### src/verilog/rtcp_pkg.sv
/*
 * rtcp_pkg: shared constants, register layout and types for the
 * multifunction pin and oscillator trim block.
 * Assumes one core clock; the oscillator arrives as a sampled pin level.
 */
`default_nettype none

package rtcp_pkg;

    // register offsets on the register port
    localparam logic [7:0] RTC_OUTPUT_CONTROL_ADDR = 8'h07;
    localparam logic [7:0] OSCILLATOR_TRIM_ADDR    = 8'h08;

    // reset values: output level bit set, everything else clear
    localparam logic [7:0] RTC_OUTPUT_CONTROL_RESET = 8'h80;
    localparam logic [7:0] OSCILLATOR_TRIM_RESET    = 8'h00;

    // divider chain: 15 bits divides the oscillator by 32768
    localparam int unsigned DIV_WIDTH = 15;
    // taps of the divider chain for each square-wave rate
    localparam int unsigned TAP_8K    = 1;
    localparam int unsigned TAP_4K    = 2;
    localparam int unsigned TAP_64HZ  = 8;
    localparam int unsigned TAP_1HZ   = 14;
    // coarse trim fires on carry out of the low 8 bits: 128 times a second
    localparam int unsigned COARSE_WIDTH = 8;
    localparam logic [5:0] SECONDS_PER_MINUTE = 6'h3C;

    // trim magnitude width and pending-cycle width (twice the magnitude)
    localparam int unsigned TRIM_WIDTH = 7;
    localparam int unsigned PEND_WIDTH = 8;

    typedef struct packed {
        logic       out_level;
        logic       square_output_enable;
        logic       alarm_one_enable;
        logic       alarm_zero_enable;
        logic       external_clock_enable;
        logic       coarse_trim_enable;
        logic [1:0] square_rate_select;
    } rtcp_control_s;

    typedef struct packed {
        logic                  add_cycles;
        logic [TRIM_WIDTH-1:0] trim_magnitude;
    } rtcp_trim_s;

    typedef enum logic [1:0] {
        RATE_1HZ  = 2'b00,
        RATE_4K   = 2'b01,
        RATE_8K   = 2'b10,
        RATE_PASS = 2'b11
    } rtcp_rate_e;

    typedef enum logic [1:0] {
        MODE_GPO    = 2'b00,
        MODE_ALARM  = 2'b01,
        MODE_SQUARE = 2'b10
    } rtcp_mode_e;

    typedef enum logic [0:0] {
        TRIM_IDLE   = 1'b0,
        TRIM_ACTIVE = 1'b1
    } rtcp_trim_state_e;

endpackage

`default_nettype wire

### src/verilog/rtcp_trim_chain.sv
/*
 * rtcp_trim_chain: oscillator divider chain with digital trim.
 * Assumes osc_tick is a one-cycle pulse per oscillator cycle on core_clk.
 */
`default_nettype none

module rtcp_trim_chain
    import rtcp_pkg::*;
(
    input  wire logic                 core_clk,
    input  wire logic                 rst,
    input  wire logic                 osc_tick,
    input  wire logic                 coarse_trim_enable,
    input  wire rtcp_trim_s           trim,
    output logic     [DIV_WIDTH-1:0]  div_count,
    output logic                      second_pulse,
    output logic                      trim_busy
);

    rtcp_trim_state_e        state;
    rtcp_trim_state_e        next_state;
    logic [PEND_WIDTH-1:0]   pend;
    logic [PEND_WIDTH-1:0]   next_pend;
    logic                    dir_add;
    logic                    next_dir_add;
    logic [DIV_WIDTH-1:0]    next_div_count;
    logic [5:0]              sec_count;
    logic [5:0]              next_sec_count;
    logic                    next_second_pulse;
    logic [1:0]              inc;
    logic [DIV_WIDTH:0]      full_sum;
    logic [COARSE_WIDTH:0]   low_sum;
    logic                    sec_carry;
    logic                    coarse_carry;
    logic                    minute_carry;
    logic                    trigger;

    always_comb begin
        next_state        = state;
        next_pend         = pend;
        next_dir_add      = dir_add;
        next_sec_count    = sec_count;
        next_second_pulse = 1'b0;
        inc               = 2'h1;
        // an active trim step adds an extra count or swallows this one
        if (state == TRIM_ACTIVE && pend != '0) begin
            inc = dir_add ? 2'h2 : 2'h0;
        end
        full_sum     = {1'b0, div_count} + {{(DIV_WIDTH-1){1'b0}}, inc};
        low_sum      = {1'b0, div_count[COARSE_WIDTH-1:0]} + {{(COARSE_WIDTH-1){1'b0}}, inc};
        sec_carry    = osc_tick & full_sum[DIV_WIDTH];
        coarse_carry = osc_tick & low_sum[COARSE_WIDTH];
        minute_carry = sec_carry && (sec_count == SECONDS_PER_MINUTE - 6'h01);
        next_div_count = osc_tick ? full_sum[DIV_WIDTH-1:0] : div_count;
        if (sec_carry) begin
            next_second_pulse = 1'b1;
            next_sec_count    = minute_carry ? 6'h00 : sec_count + 6'h01;
        end
        if (osc_tick && state == TRIM_ACTIVE) begin
            if (pend <= 8'h01) begin
                next_pend  = '0;
                next_state = TRIM_IDLE;
            end else begin
                next_pend = pend - 8'h01;
            end
        end
        trigger = coarse_trim_enable ? coarse_carry : minute_carry;
        if (trigger && trim.trim_magnitude != '0) begin
            next_pend    = {trim.trim_magnitude, 1'b0};
            next_dir_add = trim.add_cycles;
            next_state   = TRIM_ACTIVE;
        end
        case (state)
            TRIM_IDLE:   trim_busy = 1'b0;
            TRIM_ACTIVE: trim_busy = 1'b1;
            default:     trim_busy = 1'b0;
        endcase
    end

    // trim keeps running regardless of supply source
    always_ff @(posedge core_clk) begin
        if (rst) begin
            state        <= TRIM_IDLE;
            pend         <= '0;
            dir_add      <= 1'b0;
            div_count    <= '0;
            sec_count    <= 6'h00;
            second_pulse <= 1'b0;
        end else begin
            state        <= next_state;
            pend         <= next_pend;
            dir_add      <= next_dir_add;
            div_count    <= next_div_count;
            sec_count    <= next_sec_count;
            second_pulse <= next_second_pulse;
        end
    end

endmodule

`default_nettype wire

### src/verilog/rtcp_mfp_trim.sv
/*
 * rtcp_mfp_trim: multifunction open-drain pin and oscillator trim.
 * Assumes alarm flags, polarity and the oscillator run bit come from
 * core_clk logic; oscillator and external clock arrive as pin levels.
 */
// What this block does
// square rate field picks postscaler 1:32768, 1:8, 1:4 or 1:1
// no square-wave clock on the pin while on backup supply
// divided rates carry trim; the 1:1 pass-through does not
// square off and an alarm enabled: pin shows alarm interrupt
// alarm interrupt output keeps working on backup supply
// one alarm: pin is its flag, inverted when polarity is zero
// two alarms: OR when polarity one, inverted AND when zero
// square and alarms off: pin follows the output-level bit
// no general-purpose level on the pin while on backup supply
// coarse off: one trim adjustment per minute
// sign bit one adds cycles, zero subtracts cycles
// each adjustment is twice the seven-bit magnitude, up to 254
// zero magnitude means no trim adjustment
// trim continues while running from backup supply
// coarse on: adjustment applied 128 times per second
// host zeroes trim, starts clock, picks rate, enables square before measuring
// coarse and square on: trimmed 64 Hz on the pin regardless of rate
// trim acts on the divider feeding seconds and the postscaler
`default_nettype none

module rtcp_mfp_trim
    import rtcp_pkg::*;
(
    input  wire logic        core_clk,
    input  wire logic        rst,
    input  wire logic        reg_sel,
    input  wire logic        reg_write,
    input  wire logic [7:0]  reg_addr,
    input  wire logic [7:0]  reg_wdata,
    output logic      [7:0]  reg_rdata,
    input  wire logic        osc_in,
    input  wire logic        ext_clk_in,
    input  wire logic        oscillator_run_bit,
    input  wire logic        on_backup,
    input  wire logic        alarm_zero_flag,
    input  wire logic        alarm_one_flag,
    input  wire logic        alarm_pin_polarity,
    input  wire logic        multifunction_pin_in,
    output logic             multifunction_pin_out,
    output logic             multifunction_pin_oe_n,
    output logic             second_pulse,
    output logic             trim_busy
);

    localparam int unsigned SYNC_LANES = 2;

    rtcp_control_s           control;
    rtcp_control_s           next_control;
    rtcp_trim_s              trim;
    rtcp_trim_s              next_trim;
    logic [7:0]              next_reg_rdata;
    logic [SYNC_LANES-1:0]   sync_in;
    logic [SYNC_LANES-1:0]   sync_meta;
    logic [SYNC_LANES-1:0]   sync_q;
    logic [SYNC_LANES-1:0]   sync_prev;
    logic                    src_level;
    logic                    src_prev;
    logic                    running;
    logic                    osc_tick;
    logic [DIV_WIDTH-1:0]    div_count;
    logic                    square_level;
    logic                    alarm_level;
    rtcp_mode_e              mode;
    logic                    pin_level;
    logic                    next_pin_level;
    logic                    pin_seen;
    logic                    pin_meta;

    // register port: writes and reads happen only while on primary supply
    always_comb begin
        next_control   = control;
        next_trim      = trim;
        next_reg_rdata = 8'h00;
        if (reg_sel && !on_backup) begin
            if (reg_write) begin
                case (reg_addr)
                    RTC_OUTPUT_CONTROL_ADDR: next_control = rtcp_control_s'(reg_wdata);
                    OSCILLATOR_TRIM_ADDR:    next_trim    = rtcp_trim_s'(reg_wdata);
                    default:                 next_control = control;
                endcase
            end else begin
                case (reg_addr)
                    RTC_OUTPUT_CONTROL_ADDR: next_reg_rdata = control;
                    OSCILLATOR_TRIM_ADDR:    next_reg_rdata = trim;
                    default:                 next_reg_rdata = 8'h00;
                endcase
            end
        end
    end

    always_ff @(posedge core_clk) begin
        if (rst) begin
            control   <= rtcp_control_s'(RTC_OUTPUT_CONTROL_RESET);
            trim      <= rtcp_trim_s'(OSCILLATOR_TRIM_RESET);
            reg_rdata <= 8'h00;
        end else begin
            control   <= next_control;
            trim      <= next_trim;
            reg_rdata <= next_reg_rdata;
        end
    end

    // two-flop synchronisers for the crystal and external clock pins
    assign sync_in = {ext_clk_in, osc_in};

    genvar lane;
    generate
        for (lane = 0; lane < SYNC_LANES; lane++) begin : g_sync
            always_ff @(posedge core_clk) begin
                if (rst) begin
                    sync_meta[lane] <= 1'b0;
                    sync_q[lane]    <= 1'b0;
                    sync_prev[lane] <= 1'b0;
                end else begin
                    sync_meta[lane] <= sync_in[lane];
                    sync_q[lane]    <= sync_meta[lane];
                    sync_prev[lane] <= sync_q[lane];
                end
            end
        end
    endgenerate

    // pick the clock source; the external input also counts as running
    always_comb begin
        src_level = control.external_clock_enable ? sync_q[1] : sync_q[0];
        src_prev  = control.external_clock_enable ? sync_prev[1] : sync_prev[0];
        running   = control.external_clock_enable | oscillator_run_bit;
        osc_tick  = running & src_level & ~src_prev;
    end

    rtcp_trim_chain u_trim_chain (
        .core_clk           (core_clk),
        .rst                (rst),
        .osc_tick           (osc_tick),
        .coarse_trim_enable (control.coarse_trim_enable),
        .trim               (trim),
        .div_count          (div_count),
        .second_pulse       (second_pulse),
        .trim_busy          (trim_busy)
    );

    // postscaler taps come from the trimmed chain; pass-through bypasses it
    always_comb begin
        if (control.coarse_trim_enable) begin
            square_level = div_count[TAP_64HZ];
        end else begin
            case (rtcp_rate_e'(control.square_rate_select))
                RATE_1HZ:  square_level = div_count[TAP_1HZ];
                RATE_4K:   square_level = div_count[TAP_4K];
                RATE_8K:   square_level = div_count[TAP_8K];
                RATE_PASS: square_level = src_level & running;
                default:   square_level = 1'b1;
            endcase
        end
    end

    // alarm interrupt combination under the polarity setting
    always_comb begin
        case ({control.alarm_one_enable, control.alarm_zero_enable})
            2'b01:   alarm_level = ~(alarm_zero_flag ^ alarm_pin_polarity);
            2'b10:   alarm_level = ~(alarm_one_flag ^ alarm_pin_polarity);
            2'b11:   alarm_level = alarm_pin_polarity ?
                                   (alarm_zero_flag | alarm_one_flag) :
                                   ~(alarm_zero_flag & alarm_one_flag);
            default: alarm_level = 1'b1;
        endcase
    end

    // pin mode and level; a high level releases the open-drain pin
    always_comb begin
        if (control.square_output_enable) begin
            mode = MODE_SQUARE;
        end else if (control.alarm_zero_enable | control.alarm_one_enable) begin
            mode = MODE_ALARM;
        end else begin
            mode = MODE_GPO;
        end
        case (mode)
            MODE_SQUARE: next_pin_level = on_backup ? 1'b1 : square_level;
            MODE_ALARM:  next_pin_level = alarm_level;
            MODE_GPO:    next_pin_level = on_backup ? 1'b1 : control.out_level;
            default:     next_pin_level = 1'b1;
        endcase
    end

    always_ff @(posedge core_clk) begin
        if (rst) begin
            pin_level <= 1'b1;
            pin_meta  <= 1'b1;
            pin_seen  <= 1'b1;
        end else begin
            pin_level <= next_pin_level;
            pin_meta  <= multifunction_pin_in;
            pin_seen  <= pin_meta;
        end
    end

    // open drain: only ever pull low; enable is active low when driving
    assign multifunction_pin_out  = 1'b0;
    assign multifunction_pin_oe_n = pin_level;

endmodule

`default_nettype wire

### config.mk
export PLATFORM = sky130hd
export DESIGN_NAME = rtcp_mfp_trim
export DESIGN_NICKNAME = d
export VERILOG_FILES = /design/src/verilog/rtcp_pkg.sv /design/src/verilog/rtcp_trim_chain.sv /design/src/verilog/rtcp_mfp_trim.sv
export SDC_FILE = /design/constraint.sdc
export NUM_CORES = 1
export LEC_CHECK = 0
export BUFFER_PORTS_ARGS = -buffer_cell sky130_fd_sc_hd__buf_2
export CAP_MARGIN = 15
export CELL_PAD_IN_SITES_DETAIL_PLACEMENT = 1
export CELL_PAD_IN_SITES_GLOBAL_PLACEMENT = 1
export CORE_UTILIZATION = 43
export DETAILED_ROUTE_END_ITERATION = 12
export GPL_TIMING_DRIVEN = 0
export PLACE_DENSITY_LB_ADDON = 0.1
export SYNTH_ARGS = -nofsm -noshare
export SYNTH_HDL_FRONTEND = slang
export SYNTH_SLANG_ARGS = --single-unit
### constraint.sdc
create_clock -name core_clk -period 3.1 [get_ports core_clk]
set_input_delay 0.31 -clock core_clk [delete_from_list [all_inputs] [get_ports core_clk]]
set_output_delay 0.31 -clock core_clk [all_outputs]
set_load 0.01 [all_outputs]
Yosys cells after proc, flatten, opt, wreduce, memory -nomap -nowiden
Index checks and enable logic that the tools add are counted.
{"block": "word_totals", "ff_bits": 63, "in_bits": 28, "output_inout_bits": 12, "wordCells": 97}
{"block": "op_classes", "add_sub_neg": 4, "order_cmp": 1, "eq_ne": 11, "muxes": 24, "n_bitwise": 16, "reduce_logical": 17}
{"cell": "8-bit 2-to-1 mux", "count": 3}
{"cell": "15-bit by 2-bit adder with 16-bit output", "count": 1}
{"cell": "8-bit case mux with 2 select lines", "count": 1}
{"cell": "1-bit 2-to-1 mux", "count": 12}
{"cell": "2-bit equality test (second input constant)", "count": 5}
{"cell": "8-bit by 2-bit adder with 9-bit output", "count": 1}
{"cell": "8-bit by 3-bit equality test with 1-bit output (second input constant)", "count": 1}
{"cell": "8-bit by 4-bit equality test with 1-bit output (second input constant)", "count": 1}
{"cell": "8-bit by 1-bit less-or-equal comparator with 1-bit output (second input constant)", "count": 1}
{"cell": "8-bit nonzero test", "count": 1}
{"cell": "8-bit by 1-bit subtractor with 8-bit output (second input constant)", "count": 1}
{"cell": "7-bit nonzero test", "count": 1}
{"cell": "6-bit by 1-bit adder with 6-bit output (second input constant)", "count": 1}
{"cell": "2-bit by 1-bit equality test with 1-bit output (second input constant)", "count": 3}
{"cell": "6-bit equality test (second input constant)", "count": 1}
{"cell": "2-bit 2-to-1 mux", "count": 3}
{"cell": "6-bit 2-to-1 mux", "count": 1}
{"cell": "1-bit inverter", "count": 6}
{"cell": "1-bit case mux with 3 select lines", "count": 2}
{"cell": "3-bit AND reduction", "count": 2}
{"cell": "1-bit AND", "count": 5}
{"cell": "1-bit logical AND", "count": 5}
{"cell": "2-bit logical NOT", "count": 2}
{"cell": "1-bit case mux with 4 select lines", "count": 1}
{"cell": "8 further kinds", "count": 12}

Depth between registers and ports, before layout
Gate-level depths: netlist of the first run.
{"block": "logic_depth", "depth_word": 10, "ltp_mapped": 12, "depth_no_buf": 11}

Hierarchy
From an unflattened synthesis of the first run, not the netlist that was laid out.
{"block": "hier_totals", "cells_unflattened": 325, "hier_area_um2": 2966.6}
{"mod": "rtcp_trim_chain", "instances": 1, "cells_per_inst": 205, "area_each_um2": 1739.2, "seq_area_each_um2": 640.6}
{"mod": "rtcp_mfp_trim", "instances": 1, "cells_per_inst": 120, "area_each_um2": 1227.4, "seq_area_each_um2": 620.6}

Least setup slack after synthesis of the first run
Ideal clock, no wire load.
{"block": "synth_path", "kind": "register -> register", "from": "reg u_trim_chain.pend[0]", "to": "reg u_trim_chain.pend[7]", "setup_ps": 116, "arrival_ps": 2635, "t_required_ps": 2984, "slack_ps": 349, "stages_incl_launch_ff": 13, "n_path_buf": 1, "synth_period_minus_slack_ps": 2751, "path_cell_list": "dfxtp_1 inv_1 ha_1 nor3b_1 nand2_1 and3_1 ha_1 a21o_1 a21boi_0 and4_1 buf_2 nor4_1 a31o_2"}
{"block": "synth_between", "elab_chain_cells": 9}
{"element": "start, declared", "line": "rtcp_trim_chain.sv:22", "text": "logic [PEND_WIDTH-1:0] pend;"}
{"element": "start signal, assigned", "line": "rtcp_trim_chain.sv:91", "text": "pend <= next_pend;"}
{"element": "8-bit nonzero test", "line": "rtcp_trim_chain.sv:46", "text": "if (state == TRIM_ACTIVE && pend != '0) begin"}
{"element": "1-bit logical AND", "line": "rtcp_trim_chain.sv:46"}
{"element": "2-bit 2-to-1 mux", "line": "rtcp_trim_chain.sv:46"}
{"element": "15-bit by 2-bit adder with 16-bit output", "line": "rtcp_trim_chain.sv:49", "text": "full_sum = {1'b0, div_count} + {{(DIV_WIDTH-1){1'b0}}, inc};"}
{"element": "1-bit AND", "line": "rtcp_trim_chain.sv:51", "text": "sec_carry = osc_tick & full_sum[DIV_WIDTH];"}
{"element": "1-bit logical AND", "line": "rtcp_trim_chain.sv:53", "text": "minute_carry = sec_carry && (sec_count == SECONDS_PER_MINUTE - 6'h01);"}
{"element": "1-bit 2-to-1 mux", "line": "rtcp_trim_chain.sv:67", "text": "trigger = coarse_trim_enable ? coarse_carry : minute_carry;"}
{"element": "1-bit logical AND", "line": "rtcp_trim_chain.sv:68", "text": "if (trigger && trim.trim_magnitude != '0) begin"}
{"element": "8-bit 2-to-1 mux / 2-bit nonzero test (equally long branches)"}
Several ways; a longest one is shown, not always the timed one. The select of a mux whose other input is x is not followed.
A chain may end at the register's enable or synchronous reset.

Worst setup path in the final report of the first run
{"block": "layout_path", "from": "reg u_trim_chain.pend[0]", "to": "reg u_trim_chain.sec_count[2]"}
{"block": "layout_between", "elab_chain_cells": 7}
{"element": "8-bit nonzero test *", "line": "rtcp_trim_chain.sv:46"}
{"element": "1-bit logical AND *", "line": "rtcp_trim_chain.sv:46"}
{"element": "2-bit 2-to-1 mux *", "line": "rtcp_trim_chain.sv:46"}
{"element": "15-bit by 2-bit adder with 16-bit output *", "line": "rtcp_trim_chain.sv:49"}
{"element": "1-bit AND *", "line": "rtcp_trim_chain.sv:51"}
{"element": "1-bit logical AND", "line": "rtcp_trim_chain.sv:53"}
{"element": "6-bit 2-to-1 mux", "line": "rtcp_trim_chain.sv:57", "text": "next_sec_count = minute_carry ? 6'h00 : sec_count + 6'h01;"}
{"element": "end signal, assigned", "line": "rtcp_trim_chain.sv:94", "text": "sec_count <= next_sec_count;"}
{"element": "end, declared", "line": "rtcp_trim_chain.sv:27", "text": "logic [5:0] sec_count;"}
Mark *: on every way between the ends. The rest lies on a longest branch, timed or not.

==> impl_metrics.py, run 1 <==
metrics = {
    "outcome": {
        "status": "finished clean",
    },
    "sta": {
        "clock_skew_ns": 0.009980,
        "period_minus_slack_ns": 2.894,
        "hold_violations": 0,
        "fin_crit_sh_pct": 93.37,
        "setup_violations": 0,
        "worst_slack_ns": 0.2056,
        "final_max_slew_viol_count": 0,
        "timing.setup.tns_ns": 0,
        "tightest_slew_ns": 0.7009,
        "slew_headroom_pct": 52.86,
        "fmax_mhz": 345.5,
    },
    "final_layout": {
        "final_cell_mix": "63 x dfxtp_1, 48 x nor2_1, 38 x buf_2, 22 x nand2_1, 18 x a21oi_1",
        "multi_input_area_mm2": 0.001714,
        "postLayoutCoreUtil_pct": 52.95,
        "fillers": 838,
        "n_antenna_cell": 0,
        "nets": 423,
        "drive_above_1_share_pct": 18.53,
        "finalNonFillerCells": 490,
        "seqCellArea_mm2": 0.001261,
        "syn_to_final_growth_pct": 18.65,
        "final_common_cell": "dfxtp_1",
    },
    "placed_design": {
        "gp_congestion": 0.7679,
        "pre_cts_ws_ns": -0.2148,
        "place_hpwl_um": 5922,
        "dp.cells": 474,
        "port-buffer-count": 37,
    },
    "clocking": {
        "cts.sinks": 63,
        "clk_latency_ns": 0.35,
        "cts_buffers": 9,
        "cts_hold_buf": 0,
        "clk_path_buf_depth": 2,
        "cts-root-buf": "clkbuf_8",
        "cts.clk_slew.worst_paths_ns": 0.07,
        "cts-htree-levels": 3,
        "cts_tree": "yes",
    },
    "route": {
        "vias": 2675,
        "avgViaCountPerCell": 5.459,
        "postRouteAntennaNets": 0,
        "wirelength_um": 8071,
        "drtIter0Drc": 90,
        "first_pass_iters": 4,
        "post_drt_wl_per_cell_um": 16.47,
        "drc": 0,
    },
    "synthesis": {
        "synth.top_cell.area_share_pct": 41.60,
        "mappedNetlistNets": 375,
        "yosysSeqAreaShare_pct": 41.60,
        "synth-seq-cells": 63,
        "synth_edf_count": 0,
        "synth_ff_type": "dfxtp_1",
        "synth_area_mm2": 0.003032,
        "syn_inst": 341,
        "synth_area_leaders": "dfxtp_1 42%, nor2_1 5.9%, mux2i_1 5.6%, xnor2_1 3.8%, a21oi_1 3.0%",
        "synthArstFlopShare_pct": 0,
        "yosysUniqueCellTypes": 58,
        "ys_warn_count": 0,
        "synth_top_area_cell": "dfxtp_1",
        "syn_area_per_cell_um2": 8.890,
    },
    "floorplan": {
        "ios": 40,
        "die_w_um": 85.97,
        "rows": 30,
        "dieArea_mm2": 0.007390,
        "start_util_pct": 44.62,
        "core_area_mm2": 0.006794,
        "die_h_um": 85.97,
    },
    "worst_setup_path": {
        "path_common_cell": "ha_1",
        "cp_max_fo": 10,
        "reg2reg_slack_ns": 0.21,
        "regToRegEndpoint": "u_trim_chain.sec_count[2]",
        "start_kind": "flop",
        "timing.rr.start": "u_trim_chain.pend[0]",
        "critPathCaptureType": "flop",
        "worstPathArrival_ns": 3.13,
        "crit_slowest_cell": "nor4_1",
        "critPathKind": "reg2reg",
        "slowest_delay_ns": 0.41,
        "required_ns": 3.34,
        "reg2reg_depth": 12,
        "startpoint": "u_trim_chain.pend[0]",
        "path_cells": "inv_1 > ha_1 > nor3b_4 > nand2_1 > and3_1 > ha_1 > a21o_1 > o21ai_0 > clkbuf_2 > nor4_1 > xnor2_1 > nor2_1",
    },
    "global_route": {
        "grt_max_degree": 11,
        "grt_use_total_pct": 23.92,
        "antenna_found_initial": 0,
        "grt_pass1_wl_um": 13450,
        "grt_pass1_vias": 2706,
        "gr-total-overflow": 0,
    },
    "power_and_ir_drop": {
        "power.density_mw_per_mm2": 468.5,
        "p_leak_nw": 1.315,
        "total_power_mw": 1.685,
        "ir_drop_v": 0.0002408,
    },
    "hold_path": {
        "min_to": "sync_meta[1]",
        "min-delay-start": "ext_clk_in",
        "whs_path_depth": 2,
        "min_path_type": "in2reg",
    },
    "flow_run": {
        "cap_violations": 0,
    },
}
[cells in the mapped netlist, types with 9 or more instances]
library cell,instances
dfxtp_1,63
o21ai_0,14
clkbuf_1,10
a22oi_1,10
mux2i_1,17
xnor2_1,13
nor4_1,10
a21oi_1,18
nor2b_1,9
nand3_1,9
nor3_1,10
nor2_1,48
nand2_1,22
[metrics by stage]
stage,hold slack [ns],area [um2]
3_3_place_gp,0.4245,3337
6_report,0.1785,3597
3_5_place_dp,0.4326,3337
4_1_cts,0.1767,3566
5_1_grt,0.1770,3597
2_1_floorplan,0.4138,3032
[how the worst max path moves through the flow]
stage / to / slack, ns
final: u_trim_chain.sec_count[2] / 0.21
after global routing: u_trim_chain.sec_count[2] / -0.008
after CTS: u_trim_chain.sec_count[2] / 0.12
after detailed placement: u_trim_chain.pend[7] / -0.21
after global placement: u_trim_chain.pend[7] / -0.24
after floorplan: u_trim_chain.pend[7] / 0.35
[sequential cells by signal (all words and copies together), names as in the netlist]
| name | flops |
|---|---|
| u_trim_chain.div_count | 15 |
| control | 8 |
| reg_rdata | 8 |
| trim | 8 |
| u_trim_chain.pend | 8 |
| u_trim_chain.sec_count | 6 |
| sync_meta | 2 |
| sync_prev | 2 |
| sync_q | 2 |
| multifunction_pin_oe_n | 1 |
| u_trim_chain.dir_add | 1 |
| u_trim_chain.second_pulse | 1 |
| u_trim_chain.state | 1 |
[cell families (layout without fill, tap and decap cells)]
group           Yosys count  in the layout  synth area share (%)
xor+xnor                 15             15                 4.334
fa+ha+maj                 6              6                 2.724
buf+inv                  20             73                 3.013
mux                      18             18                 6.356
compound gates           64             64                 13.54
other cells               1              1                0.1237
simple gates            154            154                 28.31
flops                    63             63                 41.60
[what timing repair did]
action	CTS	global route
pin swaps	0	0
setup endpoints to repair	17	18
setup buffers	0	0
gates resized for setup	2	7
hold endpoints to repair	0	0
[critical path, delay by kind of cell (launching register included)]
kind / cells / cell delay [ns]
buffers and inverters: 2 / 0.37
xor gates and xnor gates: 1 / 0.16
adders and majority gates: 2 / 0.48
and+or+nand+nor: 5 / 1.11
AOI/OAI and AO/OA: 2 / 0.32
DFF: 1 / 0.34
[final cells by class]
| type | count | area share (%) |
|---|---|---|
| multi-input cells | 258 | 47.65 |
| flip-flops and latches | 63 | 35.06 |
| repair buffers | 37 | 5.148 |
| clock buffers | 13 | 4.417 |
| well taps | 96 | 3.339 |
| plain buffers | 14 | 1.948 |
| clock inverters | 3 | 1.809 |
| inverters | 6 | 0.6261 |
[report_power, final]
part           switching (mW)  internal (mW)  total, mW  leakage, nW
Sequential            0.00188          0.813      0.815        0.508
Combinational          0.0332         0.0238     0.0571        0.693
Clock                   0.317          0.496      0.814        0.114
Total                   0.352           1.33       1.69         1.31
[layer usage]
layer	track usage, %	up-vias	part of all wire, %
li1	-	1336	-
met1	31.03	1290	49
met2	38.96	36	47
met3	3.946	13	1.8
met4	10.91	0	1.9
met5	0	-	0
Power figures use the tool's default switching activity.
==> run 2: changes to the inputs <==
--- a/config.mk
+++ b/config.mk
@@ -13,6 +13,7 @@
 export DETAILED_ROUTE_END_ITERATION = 12
 export GPL_TIMING_DRIVEN = 0
 export PLACE_DENSITY_LB_ADDON = 0.1
+export SETUP_SLACK_MARGIN = 0.3
 export SYNTH_ARGS = -nofsm -noshare
 export SYNTH_HDL_FRONTEND = slang
 export SYNTH_SLANG_ARGS = --single-unit
==> constraint.sdc (replaced) <==
create_clock -name core_clk -period 3.1 [get_ports core_clk]
set_input_delay 0.155 -clock core_clk [delete_from_list [all_inputs] [get_ports core_clk]]
set_output_delay 0.155 -clock core_clk [all_outputs]
set_load 0.01 [all_outputs]
==> impl_metrics.py, run 2 (synthesis gave the netlist of run 1 again) <==
metrics = {
    "floorplan": {
        "ios": 40,
        "start_util_pct": 44.62,
        "die_w_um": 85.97,
        "rows": 30,
        "core_area_mm2": 0.006794,
        "dieArea_mm2": 0.007390,
        "die_h_um": 85.97,
    },
    "worst_setup_path": {
        "reg2reg_slack_ns": 0.45,
        "start_kind": "flop",
        "required_ns": 3.39,
        "worstPathArrival_ns": 2.94,
        "reg2reg_depth": 12,
        "critPathKind": "reg2reg",
        "regToRegEndpoint": "u_trim_chain.pend[7]",
        "cp_max_fo": 7,
        "timing.rr.start": "u_trim_chain.pend[1]",
        "critPathCaptureType": "flop",
    },
    "global_route": {
        "grt_max_degree": 11,
        "grt_pass1_vias": 2719,
        "grt_pass1_wl_um": 13520,
        "antenna_found_initial": 0,
        "grt_use_total_pct": 24.02,
        "gr-total-overflow": 0,
    },
    "route": {
        "postRouteAntennaNets": 0,
        "post_drt_wl_per_cell_um": 16.46,
        "drc": 0,
        "vias": 2685,
        "wirelength_um": 8099,
        "avgViaCountPerCell": 5.457,
        "drtIter0Drc": 82,
        "first_pass_iters": 4,
    },
    "final_layout": {
        "nets": 425,
        "largest_reg_flops": 15,
        "final_common_cell": "dfxtp_1",
        "top_register": "u_trim_chain.div_count",
        "syn_to_final_growth_pct": 21.05,
        "n_antenna_cell": 0,
        "finalNonFillerCells": 492,
        "post-route-cell-area_mm2": 0.003670,
        "final_cell_mix": "63 x dfxtp_1, 47 x nor2_1, 37 x buf_2, 21 x nand2_1, 18 x a21oi_1",
        "drive_above_1_share_pct": 21.21,
        "fillers": 828,
    },
    "sta": {
        "fmax_mhz": 377.1,
        "tightest_slew_ns": 0.6870,
        "hold_violations": 0,
        "clock_skew_ns": 0.009176,
        "period_minus_slack_ns": 2.652,
        "fin_crit_sh_pct": 85.55,
        "slew_headroom_pct": 54.20,
        "worst_hold_slack_ns": 0.02283,
        "final_max_slew_viol_count": 0,
        "setup_violations": 0,
        "rsz0062_at_grt": "no",
    },
    "placed_design": {
        "placed_cell_area_mm2": 0.003337,
        "port-buffer-count": 37,
        "place_hpwl_um": 5922,
        "dp.cells": 474,
        "gp_congestion": 0.7679,
    },
    "power_and_ir_drop": {
        "ir_drop_v": 0.0002408,
        "p_leak_nw": 1.345,
        "power.density_mw_per_mm2": 459.7,
    },
    "hold_path": {
        "min-delay-start": "ext_clk_in",
        "min_path_type": "in2reg",
        "min_to": "sync_meta[1]",
        "whs_path_depth": 2,
    },
    "clocking": {
        "cts-root-buf": "clkbuf_8",
        "cts_hold_buf": 0,
        "cts-htree-levels": 3,
        "clk_path_buf_depth": 2,
        "cts.clk_slew.worst_paths_ns": 0.07,
        "clk_latency_ns": 0.35,
        "cts_tree": "yes",
        "cts.sinks": 63,
        "cts_buffers": 9,
    },
    "outcome": {
        "status": "finished clean",
    },
    "flow_run": {
        "cap_violations": 0,
    },
}
[run 2: where the power goes]
group	switching, mW	internal, mW
registers	0.00189	0.813
clock network	0.318	0.496
logic	0.0337	0.0239
total	0.354	1.33
[run 2: metrics by stage]
| step | setup WS, ns | TNS, ns | utilization [%] | power, mW |
|---|---|---|---|---|
| after global placement | -0.2361 | -1.860 | 49.12 | 0.8890 |
| final | 0.4478 | 0 | 54.01 | 1.687 |
| after CTS | 0.3114 | 0 | 52.87 | 1.699 |
| after global routing | 0.2897 | 0 | 54.01 | 1.739 |
| after floorplan | 0.3489 | 0 | - | 0.8576 |
| after detailed placement | -0.2148 | -1.512 | 49.12 | 0.8902 |
[run 2: how the worst max path moves through the flow]
stage / start / endpoint / slack (ns) / depth (start not counted)
after global placement: u_trim_chain.pend[0] / u_trim_chain.pend[7] / -0.24 / 12
after floorplan: u_trim_chain.pend[0] / u_trim_chain.pend[7] / 0.35 / 12
after CTS: u_trim_chain.pend[0] / u_trim_chain.sec_count[5] / 0.31 / 12
after detailed placement: u_trim_chain.pend[0] / u_trim_chain.pend[7] / -0.21 / 12
final: u_trim_chain.pend[1] / u_trim_chain.pend[7] / 0.45 / 12
after global routing: u_trim_chain.pend[1] / u_trim_chain.pend[7] / 0.29 / 12
[run 2: worst max-delay path, cell delays in order (launching register included)]
cell	delay [ns]
dfxtp_1	0.35
inv_1	0.09
ha_2	0.20
nor3b_4	0.30
nand2_2	0.09
and3_4	0.20
ha_1	0.27
a21o_1	0.19
a21boi_4	0.16
and4_1	0.20
buf_4	0.16
nor4_1	0.25
a31o_2	0.14
[run 2: area by class of cell]
type	count	area, um2	share of cell area (%)
repair buffers	39	200.2	5.455
clock buffers	13	158.9	4.330
inverters	6	22.52	0.6137
clock inverters	3	65.06	1.773
well taps	96	120.1	3.273
multi-input cells	258	1765	48.11
flip-flops and latches	63	1261	34.37
plain buffers	14	76.32	2.080
[run 2: per-layer routing]
metal	up-vias	part of all wire (%)	GRT usage, %
met4	0	1.8	10.91
met5	-	0	0
met3	11	2.3	3.946
met2	42	48	39.32
met1	1290	48	31.03
li1	1342	-	-
[run 2: what timing repair did]
action,4_1_cts,5_1_grt
buffers inserted,0,2
resized for setup,8,19
endpoints found under the hold margin,0,0
setup endpoints to repair,30,27
==> run 3: changes to the inputs <==
--- a/config.mk
+++ b/config.mk
@@ -5,11 +5,12 @@
 export SDC_FILE = /design/constraint.sdc
 export NUM_CORES = 1
 export LEC_CHECK = 0
+export ABC_AREA = 1
 export BUFFER_PORTS_ARGS = -buffer_cell sky130_fd_sc_hd__buf_2
 export CAP_MARGIN = 15
 export CELL_PAD_IN_SITES_DETAIL_PLACEMENT = 1
 export CELL_PAD_IN_SITES_GLOBAL_PLACEMENT = 1
-export CORE_UTILIZATION = 43
+export CORE_UTILIZATION = 41
 export DETAILED_ROUTE_END_ITERATION = 12
 export GPL_TIMING_DRIVEN = 0
 export PLACE_DENSITY_LB_ADDON = 0.1
==> impl_metrics.py, run 3 <==
metrics = {
    "sta": {
        "fin_crit_sh_pct": 83.30,
        "timing.setup.tns_ns": 0,
        "final_max_slew_viol_count": 0,
        "tightest_slew_ns": 0.6278,
        "fmax_mhz": 387.2,
        "slew_headroom_pct": 57.83,
        "worst_slack_ns": 0.5176,
        "period_minus_slack_ns": 2.582,
        "rsz0062_at_grt": "no",
        "hold_violations": 0,
        "clock_skew_ns": 0.008676,
        "setup_violations": 0,
    },
    "power_and_ir_drop": {
        "power.density_mw_per_mm2": 446.1,
        "p_sw_share_pct": 21.88,
        "internal_power_mw": 1.271,
        "ir_drop_v": 0.0002417,
        "pwr-share-clk_pct": 46.3,
        "switchingPower_uw": 355.9,
        "p_comb_share_pct": 3.6,
        "p_leak_nw": 1.571,
        "p_seq_share_pct": 50.1,
    },
    "worst_setup_path": {
        "worstPathArrival_ns": 2.81,
        "reg2reg_depth": 16,
        "critPathKind": "reg2reg",
        "critPathCaptureType": "flop",
        "cp_max_fo": 10,
        "required_ns": 3.33,
        "start_kind": "flop",
    },
    "synthesis": {
        "synthArstFlopShare_pct": 0,
        "ys_warn_count": 0,
        "synth_area_leaders": "dfxtp_1 40%, nand2_1 9.2%, inv_1 7.7%, a21oi_1 6.4%, nor2_1 5.4%",
        "synth_ff_type": "dfxtp_1",
        "yosys-top-cells-count": "76 x nand2_1, 64 x inv_1, 63 x dfxtp_1, 45 x nor2_1, 40 x a21oi_1",
        "synth_area_mm2": 0.003117,
        "yosysSeqAreaShare_pct": 40.47,
        "mappedNetlistNets": 469,
        "synth_edf_count": 0,
        "synth_top_area_cell": "dfxtp_1",
        "synth.top_cell.area_share_pct": 40.47,
        "yosys.cell_count.top_type": "nand2_1",
        "synth-seq-cells": 63,
        "syn_inst": 435,
        "syn_area_per_cell_um2": 7.165,
        "yosysUniqueCellTypes": 37,
    },
    "clocking": {
        "cts-root-buf": "clkbuf_8",
        "cts_hold_buf": 0,
        "clk_path_buf_depth": 2,
        "cts-htree-levels": 3,
        "cts.sinks": 63,
        "cts_buffers": 9,
        "postCtsSetupBuffers": 0,
        "clk_latency_ns": 0.34,
        "cts.clk_slew.worst_paths_ns": 0.07,
        "cts_tree": "yes",
    },
    "floorplan": {
        "dieArea_mm2": 0.007955,
        "die_h_um": 89.19,
        "rows": 31,
        "die_w_um": 89.19,
        "start_util_pct": 42.74,
        "ios": 40,
        "core_area_mm2": 0.007292,
    },
    "placed_design": {
        "port-buffer-count": 36,
        "dp.cells": 570,
        "gp_congestion": 0.7954,
        "pre_cts_ws_ns": 0.1769,
        "place_hpwl_um": 6113,
    },
    "hold_path": {
        "whs_path_depth": 3,
        "min_path_type": "in2reg",
    },
    "route": {
        "drtIter0Drc": 86,
        "wirelength_um": 8121,
        "drc": 0,
        "vias": 2927,
        "avgViaCountPerCell": 4.995,
        "postRouteAntennaNets": 0,
        "first_pass_iters": 4,
        "post_drt_wl_per_cell_um": 13.86,
    },
    "final_layout": {
        "largest_reg_flops": 15,
        "drive_above_1_share_pct": 18.48,
        "n_antenna_cell": 0,
        "fillers": 996,
        "finalNonFillerCells": 586,
        "final_common_cell": "nand2_1",
        "syn_to_final_growth_pct": 17.02,
        "top_register": "u_trim_chain.div_count",
        "nets": 516,
        "final_cell_mix": "76 x nand2_1, 64 x inv_1, 62 x dfxtp_1, 43 x nor2_1, 40 x a21oi_1",
    },
    "global_route": {
        "grt_pass1_vias": 2938,
        "grt_use_total_pct": 22.96,
        "grt_max_degree": 11,
        "grt_pass1_wl_um": 13770,
        "antenna_found_initial": 0,
        "gr-total-overflow": 0,
    },
    "flow_run": {
        "cap_violations": 0,
    },
    "outcome": {
        "status": "finished clean",
    },
}
## run 3: critical path, stage by stage (launching register included)
cell	delay, ns
dfxtp_1	0.33
inv_1	0.09
ha_2	0.22
nand2_1	0.11
o21ai_2	0.20
ha_1	0.23
fa_1	0.19
inv_1	0.07
nor2_2	0.14
nand2_1	0.08
nor2_2	0.12
nor2_2	0.06
nor2_4	0.18
nand2_2	0.09
buf_6	0.16
o21ai_1	0.14
a21oi_1	0.06
## run 3: metrics by stage
stage	power, mW	hold WS (ns)	instance area (um2)	utilization [%]
final	1.627	0.01557	3647	50.02
after CTS	1.646	0.0001957	3630	49.78
after global routing	1.688	0.02104	3647	50.02
after global placement	0.8911	0.3559	3421	46.91
after floorplan	0.8634	0.2620	3117	-
after detailed placement	0.8934	0.3670	3421	46.91
## run 3: timing repair
action / CTS / global route
gates cloned: 0 / 0
pin swaps: 0 / 1
resized for setup: 2 / 6
endpoints found under the setup margin: 14 / 15
## run 3: worst paths after layout
| kind | slack (ns) | start | to |
|---|---|---|---|
| max | 0.52 | u_trim_chain.pend[1] | u_trim_chain.dir_add |
| min reg2reg | 0.41 | sync_meta[1] | sync_q[1] |
| min | 0.02 | ext_clk_in | sync_meta[1] |
| max reg2reg | 0.52 | u_trim_chain.pend[1] | u_trim_chain.dir_add |
## run 3: layout make-up
cell class                 instances  area (um2)  share of cell area, %
sequential                        63        1262                  34.61
tap                               99       123.9                  3.396
inverter                          66       250.2                  6.861
buffer                            10       58.81                  1.612
clock buffer                      13       168.9                  4.631
timing repair buffer              36       180.2                  4.940
multi-input combinational        296        1563                  42.85
clock inverter                     3       40.04                  1.098
## run 3: power by group through the flow
stage                     Clock [mW]  Sequential, mW  Combinational [mW]
final                          0.753           0.815              0.0587
after global routing           0.805           0.815              0.0678
after CTS                      0.770           0.815              0.0602
after detailed placement           0           0.834              0.0596
after global placement             0           0.834              0.0575
after floorplan                    0           0.833              0.0302
## run 3: logic make-up after synthesis
| logic type | after synthesis | share of synthesized area, % |
|---|---|---|
| other | 1 | 0.1203 |
| buffers and inverters | 76 | 9.915 |
| AND/OR/NAND/NOR | 200 | 30.75 |
| XOR/XNOR | 9 | 2.529 |
| flip-flops | 63 | 40.47 |
| AO/OA/AOI/OAI | 80 | 13.57 |
| adder cells (fa/ha/maj) | 6 | 2.650 |
## run 3: per-layer routing
metal | wire length, um | GRT usage (%) | part of all wire (%) | vias to the layer above
met4 | 123 | 6.782 | 1.5 | 0
met3 | 200 | 5.355 | 2.5 | 11
met2 | 4010 | 40.53 | 49 | 38
li1 | - | - | - | 1496
met5 | 0 | 0 | 0 | -
met1 | 3788 | 27.79 | 47 | 1382
